File: config.mk
export PLATFORM = sky130hd
export DESIGN_NAME = nand_host_ctrl
export DESIGN_NICKNAME = d
export VERILOG_FILES = /design/src/include/nand_host_pkg.sv /design/src/hdl/nand_host_ctrl.sv /design/src/hdl/pin_sync.sv
export SDC_FILE = /design/constraint.sdc
export NUM_CORES = 1
export LEC_CHECK = 0
export BUFFER_PORTS_ARGS = -buffer_cell sky130_fd_sc_hd__buf_4
export CAP_MARGIN = 40
export CORE_MARGIN = 10
export CORE_UTILIZATION = 35
export CTS_CLUSTER_SIZE = 8
export DETAILED_ROUTE_END_ITERATION = 8
export HOLD_SLACK_MARGIN = 0.15
export PLACE_DENSITY_LB_ADDON = 0.1
export SLEW_MARGIN = 20
export SYNTH_ARGS = -nofsm -noshare
export SYNTH_HDL_FRONTEND = slang
export SYNTH_SLANG_ARGS = --single-unit
File: constraint.sdc
create_clock -name mclk -period 2.1 [get_ports mclk]
set_input_delay 0.105 -clock mclk [delete_from_list [all_inputs] [get_ports mclk]]
set_output_delay 0.105 -clock mclk [all_outputs]
set_load 0.02 [all_outputs]
File: src/include/nand_host_pkg.sv
package nand_host_pkg;

    // ****************************************
    // clock and timing
    // ****************************************
    localparam int CLK_PERIOD_NS = 8;

    localparam int T_CLS_NS  = 10;
    localparam int T_WP_NS   = 12;
    localparam int T_WH_NS   = 10;
    localparam int T_WB_NS   = 60;
    localparam int T_WHR_NS  = 80;
    localparam int T_REA_NS  = 22;
    localparam int T_REH_NS  = 10;
    localparam int T_R_NS    = 25000;
    localparam int T_RCBSY_NS = 25000;
    localparam int T_PROG_NS = 600000;
    localparam int T_CBSY_NS = 600000;
    localparam int T_ERASE_NS = 3500000;
    localparam int T_FEAT_NS = 1000;
    localparam int T_RST_NS  = 500000;

    function automatic int cycMin(input int ns);
        int c;
        c = (ns + CLK_PERIOD_NS - 1) / CLK_PERIOD_NS;
        return (c < 1) ? 1 : c;
    endfunction

    function automatic int cycMax(input int ns);
        int c;
        c = ns / CLK_PERIOD_NS;
        return (c < 1) ? 1 : c;
    endfunction

    localparam int SETUP_CYC = cycMin(T_CLS_NS);
    localparam int WP_CYC    = cycMin(T_WP_NS);
    localparam int WH_CYC    = cycMin(T_WH_NS);
    localparam int WB_CYC    = cycMin(T_WB_NS);
    localparam int WHR_CYC   = cycMin(T_WHR_NS);
    localparam int REA_CYC   = cycMin(T_REA_NS);
    localparam int REH_CYC   = cycMin(T_REH_NS);
    localparam int RD_CYC    = cycMax(T_R_NS);
    localparam int RCBSY_CYC = cycMax(T_RCBSY_NS);
    localparam int FEAT_CYC  = cycMax(T_FEAT_NS);

    localparam int SYNC_STAGES = 3;
    localparam int CNT_W       = 20;
    localparam int IO_W        = 16;
    localparam int PARTIAL_PROGRAM_LIMIT = 4;

    // ****************************************
    // command codes
    // ****************************************
    localparam logic [7:0] C_READ1    = 8'h00;
    localparam logic [7:0] C_READ2    = 8'h30;
    localparam logic [7:0] C_RNDIN    = 8'h85;
    localparam logic [7:0] C_RNDOUT1  = 8'h05;
    localparam logic [7:0] C_RNDOUT2  = 8'he0;
    localparam logic [7:0] C_CRDRND   = 8'h31;
    localparam logic [7:0] C_CRDEND   = 8'h3f;
    localparam logic [7:0] C_ID       = 8'h90;
    localparam logic [7:0] C_PARAM    = 8'hec;
    localparam logic [7:0] C_UID      = 8'hed;
    localparam logic [7:0] C_SETFEAT  = 8'hef;
    localparam logic [7:0] C_GETFEAT  = 8'hee;
    localparam logic [7:0] C_RESET    = 8'hff;
    localparam logic [7:0] C_PROG1    = 8'h80;
    localparam logic [7:0] C_PROG2    = 8'h10;
    localparam logic [7:0] C_CPROG2   = 8'h15;
    localparam logic [7:0] C_ERASE1   = 8'h60;
    localparam logic [7:0] C_ERASE2   = 8'hd0;
    localparam logic [7:0] C_STATUS   = 8'h70;
    localparam logic [7:0] C_PROTST   = 8'h7a;

    function automatic logic isDefined(input logic [7:0] c);
        return c inside {C_READ1, C_READ2, C_RNDIN, C_RNDOUT1, C_RNDOUT2,
                         C_CRDRND, C_CRDEND, C_ID, C_PARAM, C_UID,
                         C_SETFEAT, C_GETFEAT, C_RESET, C_PROG1, C_PROG2,
                         C_CPROG2, C_ERASE1, C_ERASE2, C_STATUS, C_PROTST};
    endfunction

    function automatic logic isWriteMode(input logic [7:0] c);
        return c inside {C_PROG1, C_PROG2, C_CPROG2, C_RNDIN,
                         C_ERASE1, C_ERASE2, C_SETFEAT};
    endfunction

    function automatic logic isBusyOk(input logic [7:0] c);
        return c inside {C_RESET, C_STATUS};
    endfunction

    // ****************************************
    // request and answer
    // ****************************************
    typedef enum logic [2:0] {
        K_CMD  = 3'h0,
        K_ADDR = 3'h1,
        K_DIN  = 3'h2,
        K_DOUT = 3'h3
    } kind_e;

    typedef struct packed {
        kind_e             kind;
        logic [IO_W-1:0]   data;
    } req_s;

    typedef struct packed {
        logic [IO_W-1:0]   data;
        logic              refused;
        logic              timeout;
    } resp_s;

endpackage

File: src/hdl/nand_host_ctrl.sv
`timescale 1ns/100ps
module nand_host_ctrl #(
    parameter int PROG_WAIT  = nand_host_pkg::cycMax(nand_host_pkg::T_PROG_NS),
    parameter int CPROG_WAIT = nand_host_pkg::cycMax(nand_host_pkg::T_CBSY_NS),
    parameter int ERASE_WAIT = nand_host_pkg::cycMax(nand_host_pkg::T_ERASE_NS),
    parameter int RST_WAIT   = nand_host_pkg::cycMax(nand_host_pkg::T_RST_NS)
) (
    input  wire logic                  mclk,
    input  wire logic                  rst_n,
    input  wire logic                  reqValid,
    input  wire nand_host_pkg::req_s   req,
    output logic                       reqReady,
    output logic                       respValid,
    output nand_host_pkg::resp_s       resp,
    input  wire logic                  writeAllow,
    output logic                       chipSelN,
    output logic                       cmdLatch,
    output logic                       addrLatch,
    output logic                       writeStrobeN,
    output logic                       readStrobeN,
    output logic                       writeProtN,
    output logic [15:0]                ioOut,
    output logic                       ioOeN,
    input  wire logic [15:0]           ioIn,
    input  wire logic                  readyBusyN
);

    typedef enum logic [7:0] {
        S_IDLE  = 8'b0000_0001,
        S_SETUP = 8'b0000_0010,
        S_WLOW  = 8'b0000_0100,
        S_WHIGH = 8'b0000_1000,
        S_RSET  = 8'b0001_0000,
        S_RLOW  = 8'b0010_0000,
        S_RHIGH = 8'b0100_0000,
        S_BUSY  = 8'b1000_0000
    } state_e;

    localparam int W = nand_host_pkg::CNT_W;

    state_e                state_reg;
    logic [W-1:0]          cnt_reg;
    logic [W-1:0]          limit_reg;
    logic [15:0]           ioSync;
    logic                  rbLevel;
    logic                  isConfirm;
    logic [7:0]            rqCode;
    logic [W-1:0]          waitNext;
    logic                  refuseNow;
    logic [2:0]            addrIdx_reg;
    logic [15:0]           row_reg;
    logic [15:0]           lastRow_reg;
    logic [2:0]            progCnt_reg;
    logic                  inProg_reg;

    pin_sync #(.W(17)) u_sync (
        .mclk  (mclk),
        .rst_n (rst_n),
        .pinIn ({readyBusyN, ioIn}),
        .level ({rbLevel, ioSync})
    );

    assign rqCode = req.data[7:0];

    // ****************************************
    // host-side checks before a cycle leaves
    // ****************************************
    always_comb begin
        isConfirm = rqCode inside {nand_host_pkg::C_READ2,
            nand_host_pkg::C_CRDRND, nand_host_pkg::C_CRDEND,
            nand_host_pkg::C_PROG2, nand_host_pkg::C_CPROG2,
            nand_host_pkg::C_ERASE2, nand_host_pkg::C_SETFEAT,
            nand_host_pkg::C_GETFEAT, nand_host_pkg::C_RESET};
        refuseNow = 1'b0;
        if (req.kind == nand_host_pkg::K_CMD) begin
            if (!nand_host_pkg::isDefined(rqCode)) begin
                refuseNow = 1'b1;
            end else if (!rbLevel && !nand_host_pkg::isBusyOk(rqCode)) begin
                refuseNow = 1'b1;
            end else if (nand_host_pkg::isWriteMode(rqCode) && !writeAllow) begin
                refuseNow = 1'b1;
            end else if ((rqCode == nand_host_pkg::C_PROG2 ||
                          rqCode == nand_host_pkg::C_CPROG2) &&
                         row_reg == lastRow_reg &&
                         progCnt_reg == 3'(nand_host_pkg::PARTIAL_PROGRAM_LIMIT)) begin
                refuseNow = 1'b1;
            end
        end else if (req.kind == nand_host_pkg::K_DIN && !writeAllow) begin
            refuseNow = 1'b1;
        end
        // longest busy per operation; timeouts round down
        case (rqCode)
            nand_host_pkg::C_READ2:   waitNext = W'(nand_host_pkg::RD_CYC);
            nand_host_pkg::C_CRDRND,
            nand_host_pkg::C_CRDEND:  waitNext = W'(nand_host_pkg::RCBSY_CYC);
            nand_host_pkg::C_PROG2:   waitNext = W'(PROG_WAIT);
            nand_host_pkg::C_CPROG2:  waitNext = W'(CPROG_WAIT);
            nand_host_pkg::C_ERASE2:  waitNext = W'(ERASE_WAIT);
            nand_host_pkg::C_SETFEAT,
            nand_host_pkg::C_GETFEAT: waitNext = W'(nand_host_pkg::FEAT_CYC);
            nand_host_pkg::C_RESET:   waitNext = W'(RST_WAIT);
            default:                  waitNext = '0;
        endcase
    end

    // ****************************************
    // cycle sequencer
    // ****************************************
    // every pin steps from a flop; strobes never move in the setup cycle
    always_ff @(posedge mclk) begin
        if (!rst_n) begin
            state_reg    <= S_IDLE;
            cnt_reg      <= '0;
            limit_reg    <= '0;
            reqReady     <= 1'b0;
            respValid    <= 1'b0;
            resp         <= '0;
            chipSelN     <= 1'b1;
            cmdLatch     <= 1'b0;
            addrLatch    <= 1'b0;
            writeStrobeN <= 1'b1;
            readStrobeN  <= 1'b1;
            ioOut        <= '0;
            ioOeN        <= 1'b1;
        end else begin
            respValid <= 1'b0;
            reqReady  <= 1'b0;
            cnt_reg   <= cnt_reg + W'(1);
            case (state_reg)
                S_IDLE: begin
                    chipSelN <= 1'b1;
                    cmdLatch <= 1'b0;
                    addrLatch <= 1'b0;
                    ioOeN    <= 1'b1;
                    if (reqValid && !reqReady) begin
                        reqReady <= 1'b1;
                        cnt_reg  <= '0;
                        limit_reg <= isConfirm ? waitNext : '0;
                        resp     <= '0;
                        if (refuseNow) begin
                            resp.refused <= 1'b1;
                            respValid    <= 1'b1;
                        end else if (req.kind == nand_host_pkg::K_DOUT) begin
                            chipSelN  <= 1'b0;
                            state_reg <= S_RSET;
                        end else begin
                            chipSelN  <= 1'b0;
                            cmdLatch  <= (req.kind == nand_host_pkg::K_CMD);
                            addrLatch <= (req.kind == nand_host_pkg::K_ADDR);
                            ioOeN     <= 1'b0;
                            ioOut     <= (req.kind == nand_host_pkg::K_CMD) ?
                                         {8'h00, rqCode} : req.data;
                            state_reg <= S_SETUP;
                        end
                    end
                end
                S_SETUP: begin
                    if (cnt_reg >= W'(nand_host_pkg::SETUP_CYC - 1)) begin
                        writeStrobeN <= 1'b0;
                        cnt_reg      <= '0;
                        state_reg    <= S_WLOW;
                    end
                end
                S_WLOW: begin
                    if (cnt_reg >= W'(nand_host_pkg::WP_CYC - 1)) begin
                        writeStrobeN <= 1'b1;
                        cnt_reg      <= '0;
                        state_reg    <= S_WHIGH;
                    end
                end
                S_WHIGH: begin
                    if (limit_reg != '0) begin
                        if (cnt_reg >= W'(nand_host_pkg::WB_CYC - 1)) begin
                            cnt_reg   <= '0;
                            state_reg <= S_BUSY;
                        end
                    end else if (cnt_reg >= W'(nand_host_pkg::WH_CYC - 1)) begin
                        respValid <= 1'b1;
                        state_reg <= S_IDLE;
                    end
                end
                S_RSET: begin
                    // covers write-to-read turnaround on every read
                    if (cnt_reg >= W'(nand_host_pkg::WHR_CYC - 1)) begin
                        readStrobeN <= 1'b0;
                        cnt_reg     <= '0;
                        state_reg   <= S_RLOW;
                    end
                end
                S_RLOW: begin
                    // access time plus synchroniser latency before sampling
                    if (cnt_reg >= W'(nand_host_pkg::REA_CYC +
                                       nand_host_pkg::SYNC_STAGES)) begin
                        resp.data   <= ioSync;
                        readStrobeN <= 1'b1;
                        cnt_reg     <= '0;
                        state_reg   <= S_RHIGH;
                    end
                end
                S_RHIGH: begin
                    if (cnt_reg >= W'(nand_host_pkg::REH_CYC - 1)) begin
                        respValid <= 1'b1;
                        state_reg <= S_IDLE;
                    end
                end
                S_BUSY: begin
                    // short refused busies (otp, protected block) end early
                    if (rbLevel) begin
                        respValid <= 1'b1;
                        state_reg <= S_IDLE;
                    end else if (cnt_reg >= limit_reg) begin
                        resp.timeout <= 1'b1;
                        respValid    <= 1'b1;
                        state_reg    <= S_IDLE;
                    end
                end
                default: state_reg <= S_IDLE;
            endcase
        end
    end

    // ****************************************
    // write protect and partial program count
    // ****************************************
    always_ff @(posedge mclk) begin
        if (!rst_n) begin
            writeProtN <= 1'b0;
        end else begin
            writeProtN <= writeAllow;
        end
    end

    always_ff @(posedge mclk) begin
        if (!rst_n) begin
            addrIdx_reg <= '0;
            row_reg     <= '0;
            lastRow_reg <= '1;
            progCnt_reg <= '0;
            inProg_reg  <= 1'b0;
        end else if (state_reg == S_IDLE && reqValid && !reqReady &&
                     !refuseNow) begin
            if (req.kind == nand_host_pkg::K_CMD) begin
                addrIdx_reg <= '0;
                if (rqCode == nand_host_pkg::C_PROG1) begin
                    inProg_reg <= 1'b1;
                end else if (rqCode == nand_host_pkg::C_ERASE2) begin
                    progCnt_reg <= '0;
                    inProg_reg  <= 1'b0;
                end else if (rqCode == nand_host_pkg::C_PROG2 ||
                             rqCode == nand_host_pkg::C_CPROG2) begin
                    inProg_reg  <= 1'b0;
                    lastRow_reg <= row_reg;
                    progCnt_reg <= (row_reg == lastRow_reg) ?
                                   progCnt_reg + 3'h1 : 3'h1;
                end
            end else if (req.kind == nand_host_pkg::K_ADDR && inProg_reg) begin
                addrIdx_reg <= addrIdx_reg + 3'h1;
                if (addrIdx_reg >= 3'h2) begin
                    row_reg <= {row_reg[7:0], req.data[7:0]};
                end
            end
        end
    end

    // ****************************************
    // checks
    // ****************************************
    AST_CMD_PINS: assert property (@(posedge mclk) disable iff (!rst_n)
        $rose(writeStrobeN) && cmdLatch |-> !addrLatch && !chipSelN && readStrobeN)
        else $error("command cycle pins wrong");
    AST_ADDR_PINS: assert property (@(posedge mclk) disable iff (!rst_n)
        $rose(writeStrobeN) && addrLatch |-> !cmdLatch && !chipSelN && readStrobeN)
        else $error("address cycle pins wrong");
    AST_UPPER_ZERO: assert property (@(posedge mclk) disable iff (!rst_n)
        !writeStrobeN && cmdLatch |-> ioOut[15:8] == 8'h00 && !ioOeN)
        else $error("upper byte not zero in command");
    AST_DIN_WP: assert property (@(posedge mclk) disable iff (!rst_n)
        !writeStrobeN && !cmdLatch && !addrLatch |-> writeProtN)
        else $error("data input with write protect low");
    AST_READ_WE: assert property (@(posedge mclk) disable iff (!rst_n)
        !readStrobeN |-> writeStrobeN && ioOeN && !chipSelN)
        else $error("read strobe low while writing");
    AST_WE_WIDTH: assert property (@(posedge mclk) disable iff (!rst_n)
        $fell(writeStrobeN) |-> !writeStrobeN ##1 !writeStrobeN ##1 writeStrobeN)
        else $error("write pulse width wrong");
    AST_BUSY_QUIET: assert property (@(posedge mclk) disable iff (!rst_n)
        state_reg == S_BUSY |-> writeStrobeN && readStrobeN)
        else $error("strobe moved while busy");
    AST_DEFINED: assert property (@(posedge mclk) disable iff (!rst_n)
        $fell(writeStrobeN) && cmdLatch |->
        nand_host_pkg::isDefined(ioOut[7:0]))
        else $error("undefined command issued");
    AST_PARTIAL: assert property (@(posedge mclk) disable iff (!rst_n)
        progCnt_reg <= 3'(nand_host_pkg::PARTIAL_PROGRAM_LIMIT))
        else $error("partial program limit exceeded");
    AST_WP_WRITE: assert property (@(posedge mclk) disable iff (!rst_n)
        !writeStrobeN && cmdLatch && nand_host_pkg::isWriteMode(ioOut[7:0])
        |-> writeProtN)
        else $error("write-mode command with protect low");
    AST_BUSY_END: assert property (@(posedge mclk) disable iff (!rst_n)
        state_reg == S_BUSY && rbLevel |=> respValid && state_reg == S_IDLE)
        else $error("ready not reported");

endmodule

File: src/hdl/pin_sync.sv
`timescale 1ns/100ps
module pin_sync #(
    parameter int W = 1
) (
    input  wire logic         mclk,
    input  wire logic         rst_n,
    input  wire logic [W-1:0] pinIn,
    output logic      [W-1:0] level
);

    // ****************************************
    // three-stage catch per bit
    // ****************************************
    // stage 1 feeds only stage 2; level moves once stages 2 and 3 agree
    genvar i;
    generate
        for (i = 0; i < W; i++) begin : g_bit
            logic s1_reg;
            logic s2_reg;
            logic s3_reg;
            logic lvl_reg;
            always_ff @(posedge mclk) begin
                if (!rst_n) begin
                    s1_reg  <= 1'b1;
                    s2_reg  <= 1'b1;
                    s3_reg  <= 1'b1;
                    lvl_reg <= 1'b1;
                end else begin
                    s1_reg <= pinIn[i];
                    s2_reg <= s1_reg;
                    s3_reg <= s2_reg;
                    if (s2_reg == s3_reg) begin
                        lvl_reg <= s3_reg;
                    end
                end
            end
            assign level[i] = lvl_reg;
        end
    endgenerate

endmodule

==> results of run 1 <==
layout make-up:
class | count | area, µm² | share of cell area
clock inverter | 15 | 225.2 | 0.01876
tap | 313 | 391.6 | 0.03263
sequential | 191 | 3851 | 0.3209
multi-input combinational | 627 | 4549 | 0.3790
inverter | 25 | 96.34 | 0.008027
clock buffer | 17 | 425.4 | 0.03544
timing repair buffer | 287 | 2464 | 0.2053
synthesized netlist by cell type (all sizes together) (5+ instances only):
| library cell | n |
|---|---|
| dfxtp | 191 |
| nand2 | 99 |
| nor2 | 89 |
| nand2b | 57 |
| mux2i | 48 |
| nand3 | 42 |
| a21oi | 38 |
| clkbuf | 33 |
| o21ai | 31 |
| inv | 25 |
| xnor2 | 25 |
| ha | 24 |
| a21boi | 16 |
| nand4 | 15 |
| nor4 | 15 |
| nor3 | 14 |
| buf | 13 |
| xor2 | 12 |
| nor2b | 9 |
| and3 | 8 |
| a211oi | 6 |
| or3 | 6 |
| a221oi | 5 |
| nor3b | 5 |
| nor4b | 5 |
cell families after synthesis:
group | share of synthesized area
xor gates and xnor gates | 0.03974
and+or+nand+nor | 0.2395
AOI/OAI and AO/OA | 0.1169
adders and majority gates | 0.03682
buffers and inverters | 0.03928
DFF | 0.4689
muxes | 0.05891
where the power goes:
group / switching, W / leakage, nW / total (W) / internal (W)
Clock: 0.00181 / 0.311 / 0.00350 / 0.00170
Combinational: 0.00154 / 3.11 / 0.00294 / 0.00140
Sequential: 0.000131 / 1.56 / 0.00396 / 0.00382
metal layers:
metal | global-route usage | up-vias | part of all wire
li1 | - | 3592 | -
met1 | 0.1929 | 3306 | 0.49
met2 | 0.2388 | 100 | 0.46
met3 | 0.03725 | 14 | 0.039
met4 | 0.03190 | 0 | 0.0093
met5 | 0 | - | 0
stage by stage:
step	utilization	total power [W]	area, µm²	TNS (ns)
4_1_cts	0.5110	0.01013	11640	-6.238
5_1_grt	0.5269	0.01091	12000	-17.51
6_report	0.5269	0.01040	12000	-9.031
3_3_place_gp	0.4445	0.006214	10130	-22.31
3_5_place_dp	0.4452	0.006227	10140	-17.13
2_1_floorplan	-	0.005196	8182	-3.123
worst max-delay path: cells and delay by family, from the launching register on:
| kind | cells | cell delay [ns] |
|---|---|---|
| compound gates | 4 | 0.76 |
| xor+xnor | 1 | 0.18 |
| buf+inv | 2 | 0.32 |
| flops | 1 | 0.34 |
| simple gates | 3 | 0.60 |
worst max path at each step:
| stage | startpoint | endpoint | cells past startpoint |
|---|---|---|---|
| 2_1_floorplan | req[3] | ioOut[10]$_SDFFE_PN0P_ | 11 |
| 3_3_place_gp | req[2] | ioOut[12]$_SDFFE_PN0P_ | 9 |
| 3_5_place_dp | req[2] | ioOut[8]$_SDFFE_PN0P_ | 10 |
| 4_1_cts | row_reg[10]$_SDFFE_PN0P_ | lastRow_reg[0]$_SDFFE_PN1P_ | 10 |
| 5_1_grt | row_reg[5]$_SDFFE_PN0P_ | lastRow_reg[10]$_SDFFE_PN1P_ | 10 |
| 6_report | row_reg[5]$_SDFFE_PN0P_ | state_reg[5]$_SDFFE_PN0P_ | 10 |
repair_timing:
action | 4_1_cts | 5_1_grt
endpoints found under the hold margin | 50 | 0
setup endpoints to repair | 86 | 106
resized for setup | 76 | 67
pin swaps | 45 | 36
cloned | 2 | 3
buffers inserted | 9 | 8
hold buffers | 42 | 0
==> flow_metrics.tcl, run 1 <==
set metrics [dict create \
    layout.cells.non_filler 1475 \
    grt_usage 0.1473 \
    fin_crit_sh 1.099 \
    worstHoldStart "req[3]" \
    boundaryPins 83 \
    fin_ws_ns -0.2072 \
    wl_mm 22.38 \
    synth_area_per_cell_um2 9.174 \
    netlist.area_leader.share 0.4689 \
    vias 7012 \
    worst_pin_slew_ns 0.5433 \
    ys_ff_latch 191 \
    dieArea_mm2 0.02981 \
    cts-buffers-inserted 17 \
    p_per_area_mw_per_mm2 866.2 \
    synthesis.area_mm2 0.008155 \
    portBuffers 82 \
    cpMaxStageDelayCell "nor4_4" \
    relSlewSlack 0.6374 \
    remaining_drc_errors 0 \
    hold_class "in2reg" \
    layout_common_cells "buf_4 (223), dfxtp_1 (171), nand2_1 (93), nor2_1 (67), nand2b_1 (56)" \
    max_freq_ghz 0.4334 \
    synth_nets 953 \
    timing.rr.start "row_reg[5]$_SDFFE_PN0P_" \
    yosysWarnings 0 \
    drtAntennaViolNets 0 \
    clockBufferDepth 2 \
    antenna_found_initial 0 \
    setup-violations-final 71 \
    startpoint_type "flip-flop" \
    first_pass_iters 5 \
    clock_latency_ns 0.44 \
    min_to "row_reg[3]$_SDFFE_PN0P_" \
    path_max_fanout 6 \
    grt_max_degree 93 \
    synth.largest_area_cell "dfxtp_1" \
    drive_gt1_frac 0.3339 \
    ys_seq_area_frac 0.4689 \
    cts.clk_slew.worst_paths_ns 0.09 \
    synth_top_flop_cell "dfxtp_1" \
    htree_levels 4 \
    hpwl_mm 15.05 \
    cts_tree "yes" \
    place.gp.congestion 0.8038 \
    status "finished with violations" \
    end_kind "flip-flop" \
    holdPathStages 5 \
    gr-total-overflow 0 \
    hold_viol 0 \
    final.setup_skew_ns 0.01358 \
    synthCells 889 \
    cp.arrival_ns 2.64 \
    synth_cell_type_count 69 \
    largest_reg_flops 20 \
    clock_sinks 191 \
    cp.required_ns 2.44 \
    ff2ff_setup_slack_ns -0.21 \
    r2r_end "state_reg[5]$_SDFFE_PN0P_" \
    timing.hold.ws_ns 0.2196 \
    nFillCells 2104 \
    max-cap-violations 0 \
    failed_checks "setup timing" \
    criticalPathCategory "reg2reg" \
    root_buffer "clkbuf_16" \
    rows 55 \
    p_leak_nw 4.979 \
    dieHeight_um 172.6 \
    ir_worst_vdd_mv 0.4539 \
    dr.first_iter.drc_count 322 \
    period_needed_ns 2.307 \
    layout_commonest_cell "buf_4" \
    synth-edff-count 0 \
    postSynth.asyncResetShare 0 \
    syn_to_final_growth_pct 47.18 \
    rr_worst_depth 10 \
    fin_nets 1213 \
    dp.cells 1381 \
    start_util 0.3580 \
    avgRoutedWirePerCell_um 15.17 \
    critical_path.max_stage_delay_ns 0.37 \
    routed_via_density 4.754 \
    synthTopCellsByArea "dfxtp_1 (47%), mux2i_1 (5.9%), nand2_1 (4.6%), nand2b_1 (4.4%), nor2_1 (4.1%)" \
    grt_pass1_vias 7047 \
    slew_viol_final 0 \
    core_area_mm2 0.02278 \
    die_w_um 172.6 \
    grt_setup_unrepaired "true" \
    pre_cts_ws_ns -0.4864 \
    n_antenna_cell 0 \
    grt_pass1_wl_mm 36.54 \
    crit_chain "xnor2_2, nand4_1, nor4_4, a41o_1, buf_6, nor3_4, o22ai_4, buf_8, a211oi_4, o21a_1" \
]
(Power assumes the default switching activity.)
==> run 2, diff against run 1 <==
--- a/config.mk
+++ b/config.mk
@@ -5,8 +5,11 @@
 export SDC_FILE = /design/constraint.sdc
 export NUM_CORES = 1
 export LEC_CHECK = 0
+export ABC_AREA = 1
 export BUFFER_PORTS_ARGS = -buffer_cell sky130_fd_sc_hd__buf_4
 export CAP_MARGIN = 40
+export CELL_PAD_IN_SITES_DETAIL_PLACEMENT = 0
+export CELL_PAD_IN_SITES_GLOBAL_PLACEMENT = 1
 export CORE_MARGIN = 10
 export CORE_UTILIZATION = 35
 export CTS_CLUSTER_SIZE = 8
==> run 2 against run 1 <==
The run now ends clean. Routed wire length is 1.1% lower. Hold slack got worse by 0.048 ns. Flip-flop and latch count unchanged. Core utilization decreased by 3.7 points. Sequential share of layout area grew 1.1 points. Design area down 3.4%. Via count up 10%. Global-route usage decreased by 0.65 points. Critical path type unchanged. Largest cell class unchanged.
==> flow_metrics.tcl, run 2 <==
set metrics [dict create \
    layout_common_cells "nand2_1 (266), dfxtp_1 (171), buf_4 (158), nor2_1 (147), inv_1 (118)" \
    layout_commonest_cell "nand2_1" \
    timing.hold.ws_ns 0.1713 \
    p_per_area_mw_per_mm2 882.1 \
    status "completed" \
    clock_latency_ns 0.44 \
    grt_max_degree 119 \
    routed_via_density 4.534 \
    synth_cell_type_count 40 \
    hold_class "in2reg" \
    vias 7731 \
    slew_viol_final 0 \
    crit_chain "nor2_2, nand2_2, nor4_4, inv_2, nor2_4, buf_6, nand4_1, o21bai_1, nor2_1" \
    synthCells 1176 \
    yosysWarnings 0 \
    synth-compound-area-share 0.07726 \
    synth_top_flop_cell "dfxtp_1" \
    synthesis.area_mm2 0.008486 \
    max_freq_ghz 0.5055 \
    critical_path.max_stage_delay_ns 0.32 \
    root_buffer "clkbuf_16" \
    rows 56 \
    path_max_fanout 6 \
    grt_pass1_wl_mm 36.31 \
    remaining_drc_errors 0 \
    synthMuxAreaShare 0 \
    netlist.area_leader.share 0.4506 \
    synth_nets 1240 \
    max-cap-violations 0 \
    synthTopCellsByArea "dfxtp_1 (45%), nand2_1 (13%), nor2_1 (7.3%), inv_1 (5.7%), nand3_1 (4.8%)" \
    synth.largest_area_cell "dfxtp_1" \
    p_leak_nw 5.492 \
    criticalPathCategory "reg2reg" \
    antenna_found_initial 0 \
    ys_ff_latch 191 \
    dieHeight_um 175.7 \
    nFillCells 2426 \
    clock_sinks 191 \
    start_util 0.3583 \
    startpoint_type "flip-flop" \
    cpMaxStageDelayCell "dfxtp_1" \
    cts.clk_slew.worst_paths_ns 0.08 \
    htree_levels 4 \
    portBuffers 82 \
    met1_usage 0.1901 \
    worst_pin_slew_ns 0.5676 \
    period_needed_ns 1.978 \
    grt_pass1_vias 7339 \
    cts_tree "yes" \
    synthTopCellsByCount "nand2_1 (287), dfxtp_1 (191), nor2_1 (165)" \
    ir_worst_vdd_mv 0.5526 \
    cp.required_ns 2.42 \
    final.setup_skew_ns 0.01275 \
    cts-buffers-inserted 17 \
    synth-edff-count 0 \
    drtAntennaViolNets 0 \
    utilization 0.4898 \
    synth_fa_ha_area_frac 0.03539 \
    synth_top_family_by_area "simple AND/OR/NAND/NOR gates" \
    first_pass_iters 5 \
    grt_usage 0.1408 \
    setup-violations-final 0 \
    grt_setup_unrepaired "true" \
    dr.first_iter.drc_count 394 \
    cp.arrival_ns 2.30 \
    avgRoutedWirePerCell_um 12.98 \
    wl_mm 22.13 \
    largest_reg_flops 20 \
    relSlewSlack 0.6216 \
    syn_to_final_growth_pct 36.69 \
    clockBufferDepth 2 \
    gr-total-overflow 0 \
    drive_gt1_frac 0.2742 \
    synthXorXnorAreaFrac 0.01445 \
    setup-tns-final_ns 0 \
    use_met3 0.02573 \
    ys_seq_area_frac 0.4506 \
    top_usage_layer "met2" \
    die_w_um 175.7 \
    yosys.area_share.simple 0.3397 \
    end_kind "flip-flop" \
    hpwl_mm 15.26 \
    fin_nets 1437 \
    core_area_mm2 0.02368 \
    n_antenna_cell 0 \
    synth_area_per_cell_um2 7.216 \
    boundaryPins 83 \
    fin_crit_sh 0.9420 \
    place.gp.congestion 0.8375 \
    grtUsageMet2 0.2248 \
    dieArea_mm2 0.03087 \
    yosysMostFrequentCell "nand2_1" \
    finalPower_w 0.01023 \
    hold_viol 0 \
    postSynth.asyncResetShare 0 \
]
-- run 2: cell types whose count changed in the layout (fill, tap and decap cells not counted), sizes merged, moves of 12 or more --
cell and delta:
a21oi +31, o21ai +17, nand2b -57, inv +108, nand2 +196, nor4 -12, nand3 +41, buf -70
nor2 +83, a21boi -16, xnor2 -22, mux2i -48, or2 +52
-- run 2: path summary, 6_finish.rpt --
path	endpoint	depth (start not counted)	startpoint	slack (ns)
max	progCnt_reg[2]$_SDFFE_PN0P_	9	state_reg[4]$_SDFFE_PN0P_	0.12
min reg2reg	u_sync.g_bit[3].s2_reg$_SDFF_PN1_	1	u_sync.g_bit[3].s1_reg$_SDFF_PN1_	0.41
min	ioOut[5]$_SDFFE_PN0P_	4	req[5]	0.17
max reg2reg	progCnt_reg[2]$_SDFFE_PN0P_	9	state_reg[4]$_SDFFE_PN0P_	0.12
-- run 2: power by group --
part           total, W  internal (W)  switching (W)
logic           0.00275       0.00118        0.00156
registers       0.00398       0.00384       0.000138
clock network   0.00350       0.00170        0.00180
-- run 2: worst max-delay path: cells and delay by family, from the launching register on --
kind                   cells  cell delay (ns)
AND/OR/NAND/NOR            6             1.02
flip-flops                 1             0.32
buffers and inverters      2             0.26
AO/OA/AOI/OAI              1             0.26
-- run 2: logic make-up (layout without fill, tap and decap cells) --
group / after synthesis / in the layout
DFF: 191 / 191
buffers and inverters: 172 / 382
and+or+nand+nor: 649 / 649
xor gates and xnor gates: 14 / 14
AOI/OAI and AO/OA: 126 / 126
adders and majority gates: 24 / 24
-- run 2: per-layer routing --
| layer | vias up | part of all wire |
|---|---|---|
| li1 | 4116 | - |
| met1 | 3497 | 0.51 |
| met2 | 102 | 0.45 |
| met3 | 16 | 0.029 |
| met4 | 0 | 0.010 |
| met5 | - | 0 |
-- run 2: stage by stage --
| step | std cells | cell area (µm²) | setup WS, ns |
|---|---|---|---|
| CTS | 1688 | 11000 | 0.004856 |
| detailed placement | 1614 | 9912 | -0.08496 |
| global route | 1705 | 11600 | -0.06187 |
| finish | 1705 | 11600 | 0.1218 |
| floorplan | 1176 | 8486 | 0.2605 |
| global placement | 1614 | 9912 | -0.1326 |
-- run 2: final cells by class --
type | count | area, µm² | area share
tap | 319 | 399.1 | 0.03441
clock buffer | 17 | 425.4 | 0.03668
inverter | 136 | 520.5 | 0.04488
sequential | 191 | 3849 | 0.3318
multi-input combinational | 813 | 4293 | 0.3701
clock inverter | 15 | 227.7 | 0.01963
timing repair buffer | 214 | 1884 | 0.1625
-- run 2: what timing repair did --
item                       4_1_cts  5_1_grt
setup endpoints to repair       33       96
gates cloned                     0        4
buffers inserted                 5       13
hold buffers                    37        0
gates resized for setup          3      137
hold endpoints to repair        55        0
pin swaps                        2       39
==> run 3, diff against run 2 <==
--- a/config.mk
+++ b/config.mk
@@ -10,6 +10,7 @@
 export CAP_MARGIN = 40
 export CELL_PAD_IN_SITES_DETAIL_PLACEMENT = 0
 export CELL_PAD_IN_SITES_GLOBAL_PLACEMENT = 1
+export CORE_ASPECT_RATIO = 1.4
 export CORE_MARGIN = 10
 export CORE_UTILIZATION = 35
 export CTS_CLUSTER_SIZE = 8
==> constraint.sdc (replaced) <==
create_clock -name mclk -period 2.1 [get_ports mclk]
set_input_delay 0.21 -clock mclk [delete_from_list [all_inputs] [get_ports mclk]]
set_output_delay 0.21 -clock mclk [all_outputs]
set_load 0.02 [all_outputs]
==> run 3 against run 2 <==
Design area is 0.42% lower. Final cell count rose by 0.70%. Sequential share of layout area up 0.19 points. Critical path depth grew 9. Hold slack improved by 0.018 ns. Global-route usage up 0.63 points. Core utilization is 0.63 points lower. Maximum frequency rose by 0.37%. Routed wire length up 2.5%. Clock-buffer cell count increased by 1. Sequential power hardly changed. Critical path type unchanged. Largest power group unchanged.
==> flow_metrics.tcl, run 3 (same netlist as run 2, synthesis figures left out) <==
set metrics [dict create \
    max-cap-violations 0 \
    grt_pass1_vias 7535 \
    cpMaxStageDelayCell "dfxtp_2" \
    cp.arrival_ns 2.30 \
    status "completed" \
    routed_via_density 4.513 \
    ir_worst_vdd_mv 0.6607 \
    finalPower_w 0.009970 \
    dieHeight_um 204.2 \
    drive_gt1_frac 0.2665 \
    rows 67 \
    largest_reg_flops 20 \
    end_kind "flip-flop" \
    drtAntennaViolNets 0 \
    avgRoutedWirePerCell_um 13.21 \
    timing.hold.ws_ns 0.1896 \
    relSlewSlack 0.6998 \
    first_pass_iters 4 \
    switching_power_w 0.003170 \
    use_met3 0.03634 \
    hpwl_mm 16.33 \
    slew_viol_final 0 \
    seq_power_share 0.398 \
    fin_area_mm2 0.01155 \
    period_needed_ns 1.971 \
    fin_crit_sh 0.9386 \
    crit_top_cell "nand2_1" \
    gr-total-overflow 0 \
    portBuffers 82 \
    remaining_drc_errors 0 \
    top_usage_layer "met2" \
    dpl_cell_area_mm2 0.01004 \
    vias 7748 \
    clockPowerShare 0.327 \
    crit_buf_inv 4 \
    path_max_fanout 7 \
    met1_usage 0.1658 \
    p_leak_nw 5.504 \
    startpoint_type "flip-flop" \
    cp.required_ns 2.42 \
    dieArea_mm2 0.03096 \
    hold_viol 0 \
    die_w_um 151.6 \
    cts-buffers-inserted 17 \
    criticalPathCategory "reg2reg" \
    fin_nets 1458 \
    dp.cells 1622 \
    dr.first_iter.drc_count 276 \
    start_util 0.3552 \
    n_antenna_cell 0 \
    root_buffer "clkbuf_16" \
    layout_commonest_cell "nand2_1" \
    final.setup_skew_ns 0.01313 \
    htree_levels 4 \
    critPathTopFamily "simple AND/OR/NAND/NOR gates" \
    setup-violations-final 0 \
    wl_mm 22.69 \
    grt_usage 0.1471 \
    p_per_area_mw_per_mm2 863.2 \
    combPwrFrac 0.275 \
    place.gp.congestion 0.8444 \
    cts.clk_slew.worst_paths_ns 0.07 \
    crit_chain "inv_1, nand2_1, nand2_1, nor2_1, nand2_1, nor2_2, nand3_1, nand2_1, inv_1, nand2_2, nand2_4, nand2_8, clkinv_8, nand2_8, clkbuf_16, nand2_1, nand2_1, nor2_1" \
    clockBufferDepth 2 \
    hold_class "in2reg" \
    layout.cells.non_filler 1717 \
    boundaryPins 83 \
    clock_latency_ns 0.44 \
    syn_to_final_growth_pct 36.11 \
    internal_power_w 0.006800 \
    grt_pass1_wl_mm 36.83 \
    core_area_mm2 0.02389 \
    max_freq_ghz 0.5074 \
    layout_common_cells "nand2_1 (275), buf_4 (182), dfxtp_1 (168), nor2_1 (147), inv_1 (123)" \
    antenna_found_initial 0 \
    grt_max_degree 49 \
    ff2ff_setup_slack_ns 0.13 \
    grtUsageMet2 0.2645 \
    worst_pin_slew_ns 0.4503 \
    cts_tree "yes" \
    critical_path.max_stage_delay_ns 0.35 \
    clock_sinks 191 \
    power.share.switching 0.3180 \
]
-- run 3: cell types whose count changed in the layout (fill, tap and decap cells not counted), moves of 5 or more --
cell	previous run	this run
o21ai_2	8	0
inv_12	6	0
inv_1	118	123
nand2_2	22	13
nand2_1	266	275
buf_4	158	182
-- run 3: final cells by class --
class / instances / area [µm²]
Multi-Input combinational cell: 813 / 4183
Sequential cell: 191 / 3855
Clock inverter: 14 / 151.4
Clock buffer: 18 / 429.2
Fill cell: 2470 / 12340
Tap cell: 310 / 387.9
Timing Repair Buffer: 235 / 2019
Inverter: 136 / 524.3
-- run 3: layer usage --
layer	vias up	share of wire
li1	4139	-
met1	3521	0.43
met2	73	0.52
met3	15	0.032
met4	0	0.011
met5	-	0
-- run 3: what timing repair did --
action | in CTS | in global routing
buffers inserted | 0 | 22
endpoints found under the hold margin | 47 | 0
endpoints found under the setup margin | 0 | 110
resized for setup | 0 | 104
hold buffers | 38 | 0
-- run 3: path summary, 6_finish.rpt --
check	startpoint	endpoint	cells after the start
worst max-delay path	row_reg[3]$_SDFFE_PN0P_	row_reg[3]$_SDFFE_PN0P_	18
worst min-delay path	req[16]	addrLatch$_SDFFE_PN0P_	5
worst max register to register	row_reg[3]$_SDFFE_PN0P_	row_reg[3]$_SDFFE_PN0P_	18
worst min register to register	u_sync.g_bit[4].s1_reg$_SDFF_PN1_	u_sync.g_bit[4].s2_reg$_SDFF_PN1_	1
-- run 3: power groups by stage --
stage | Sequential [W] | Combinational (W) | Clock (W)
floorplan | 0.00417 | 0.00129 | 0
global placement | 0.00405 | 0.00248 | 0
detailed placement | 0.00405 | 0.00248 | 0
CTS | 0.00397 | 0.00255 | 0.00339
global route | 0.00399 | 0.00305 | 0.00352
finish | 0.00397 | 0.00274 | 0.00326
-- run 3: worst min-delay path: cells and delay by family --
family                 cells  cell delay, ns
and+or+nand+nor            2            0.14
AOI/OAI and AO/OA          1            0.06
buffers and inverters      2            0.18
-- run 3: per-stage QoR --
stage	worst slack, ns	utilization	TNS (ns)
after detailed placement	0.04273	0.4203	0
after floorplan	0.2605	-	0
final	0.1290	0.4834	0
after global routing	-0.02961	0.4834	-0.1099
after CTS	0.02450	0.4605	0
after global placement	0.03711	0.4203	0
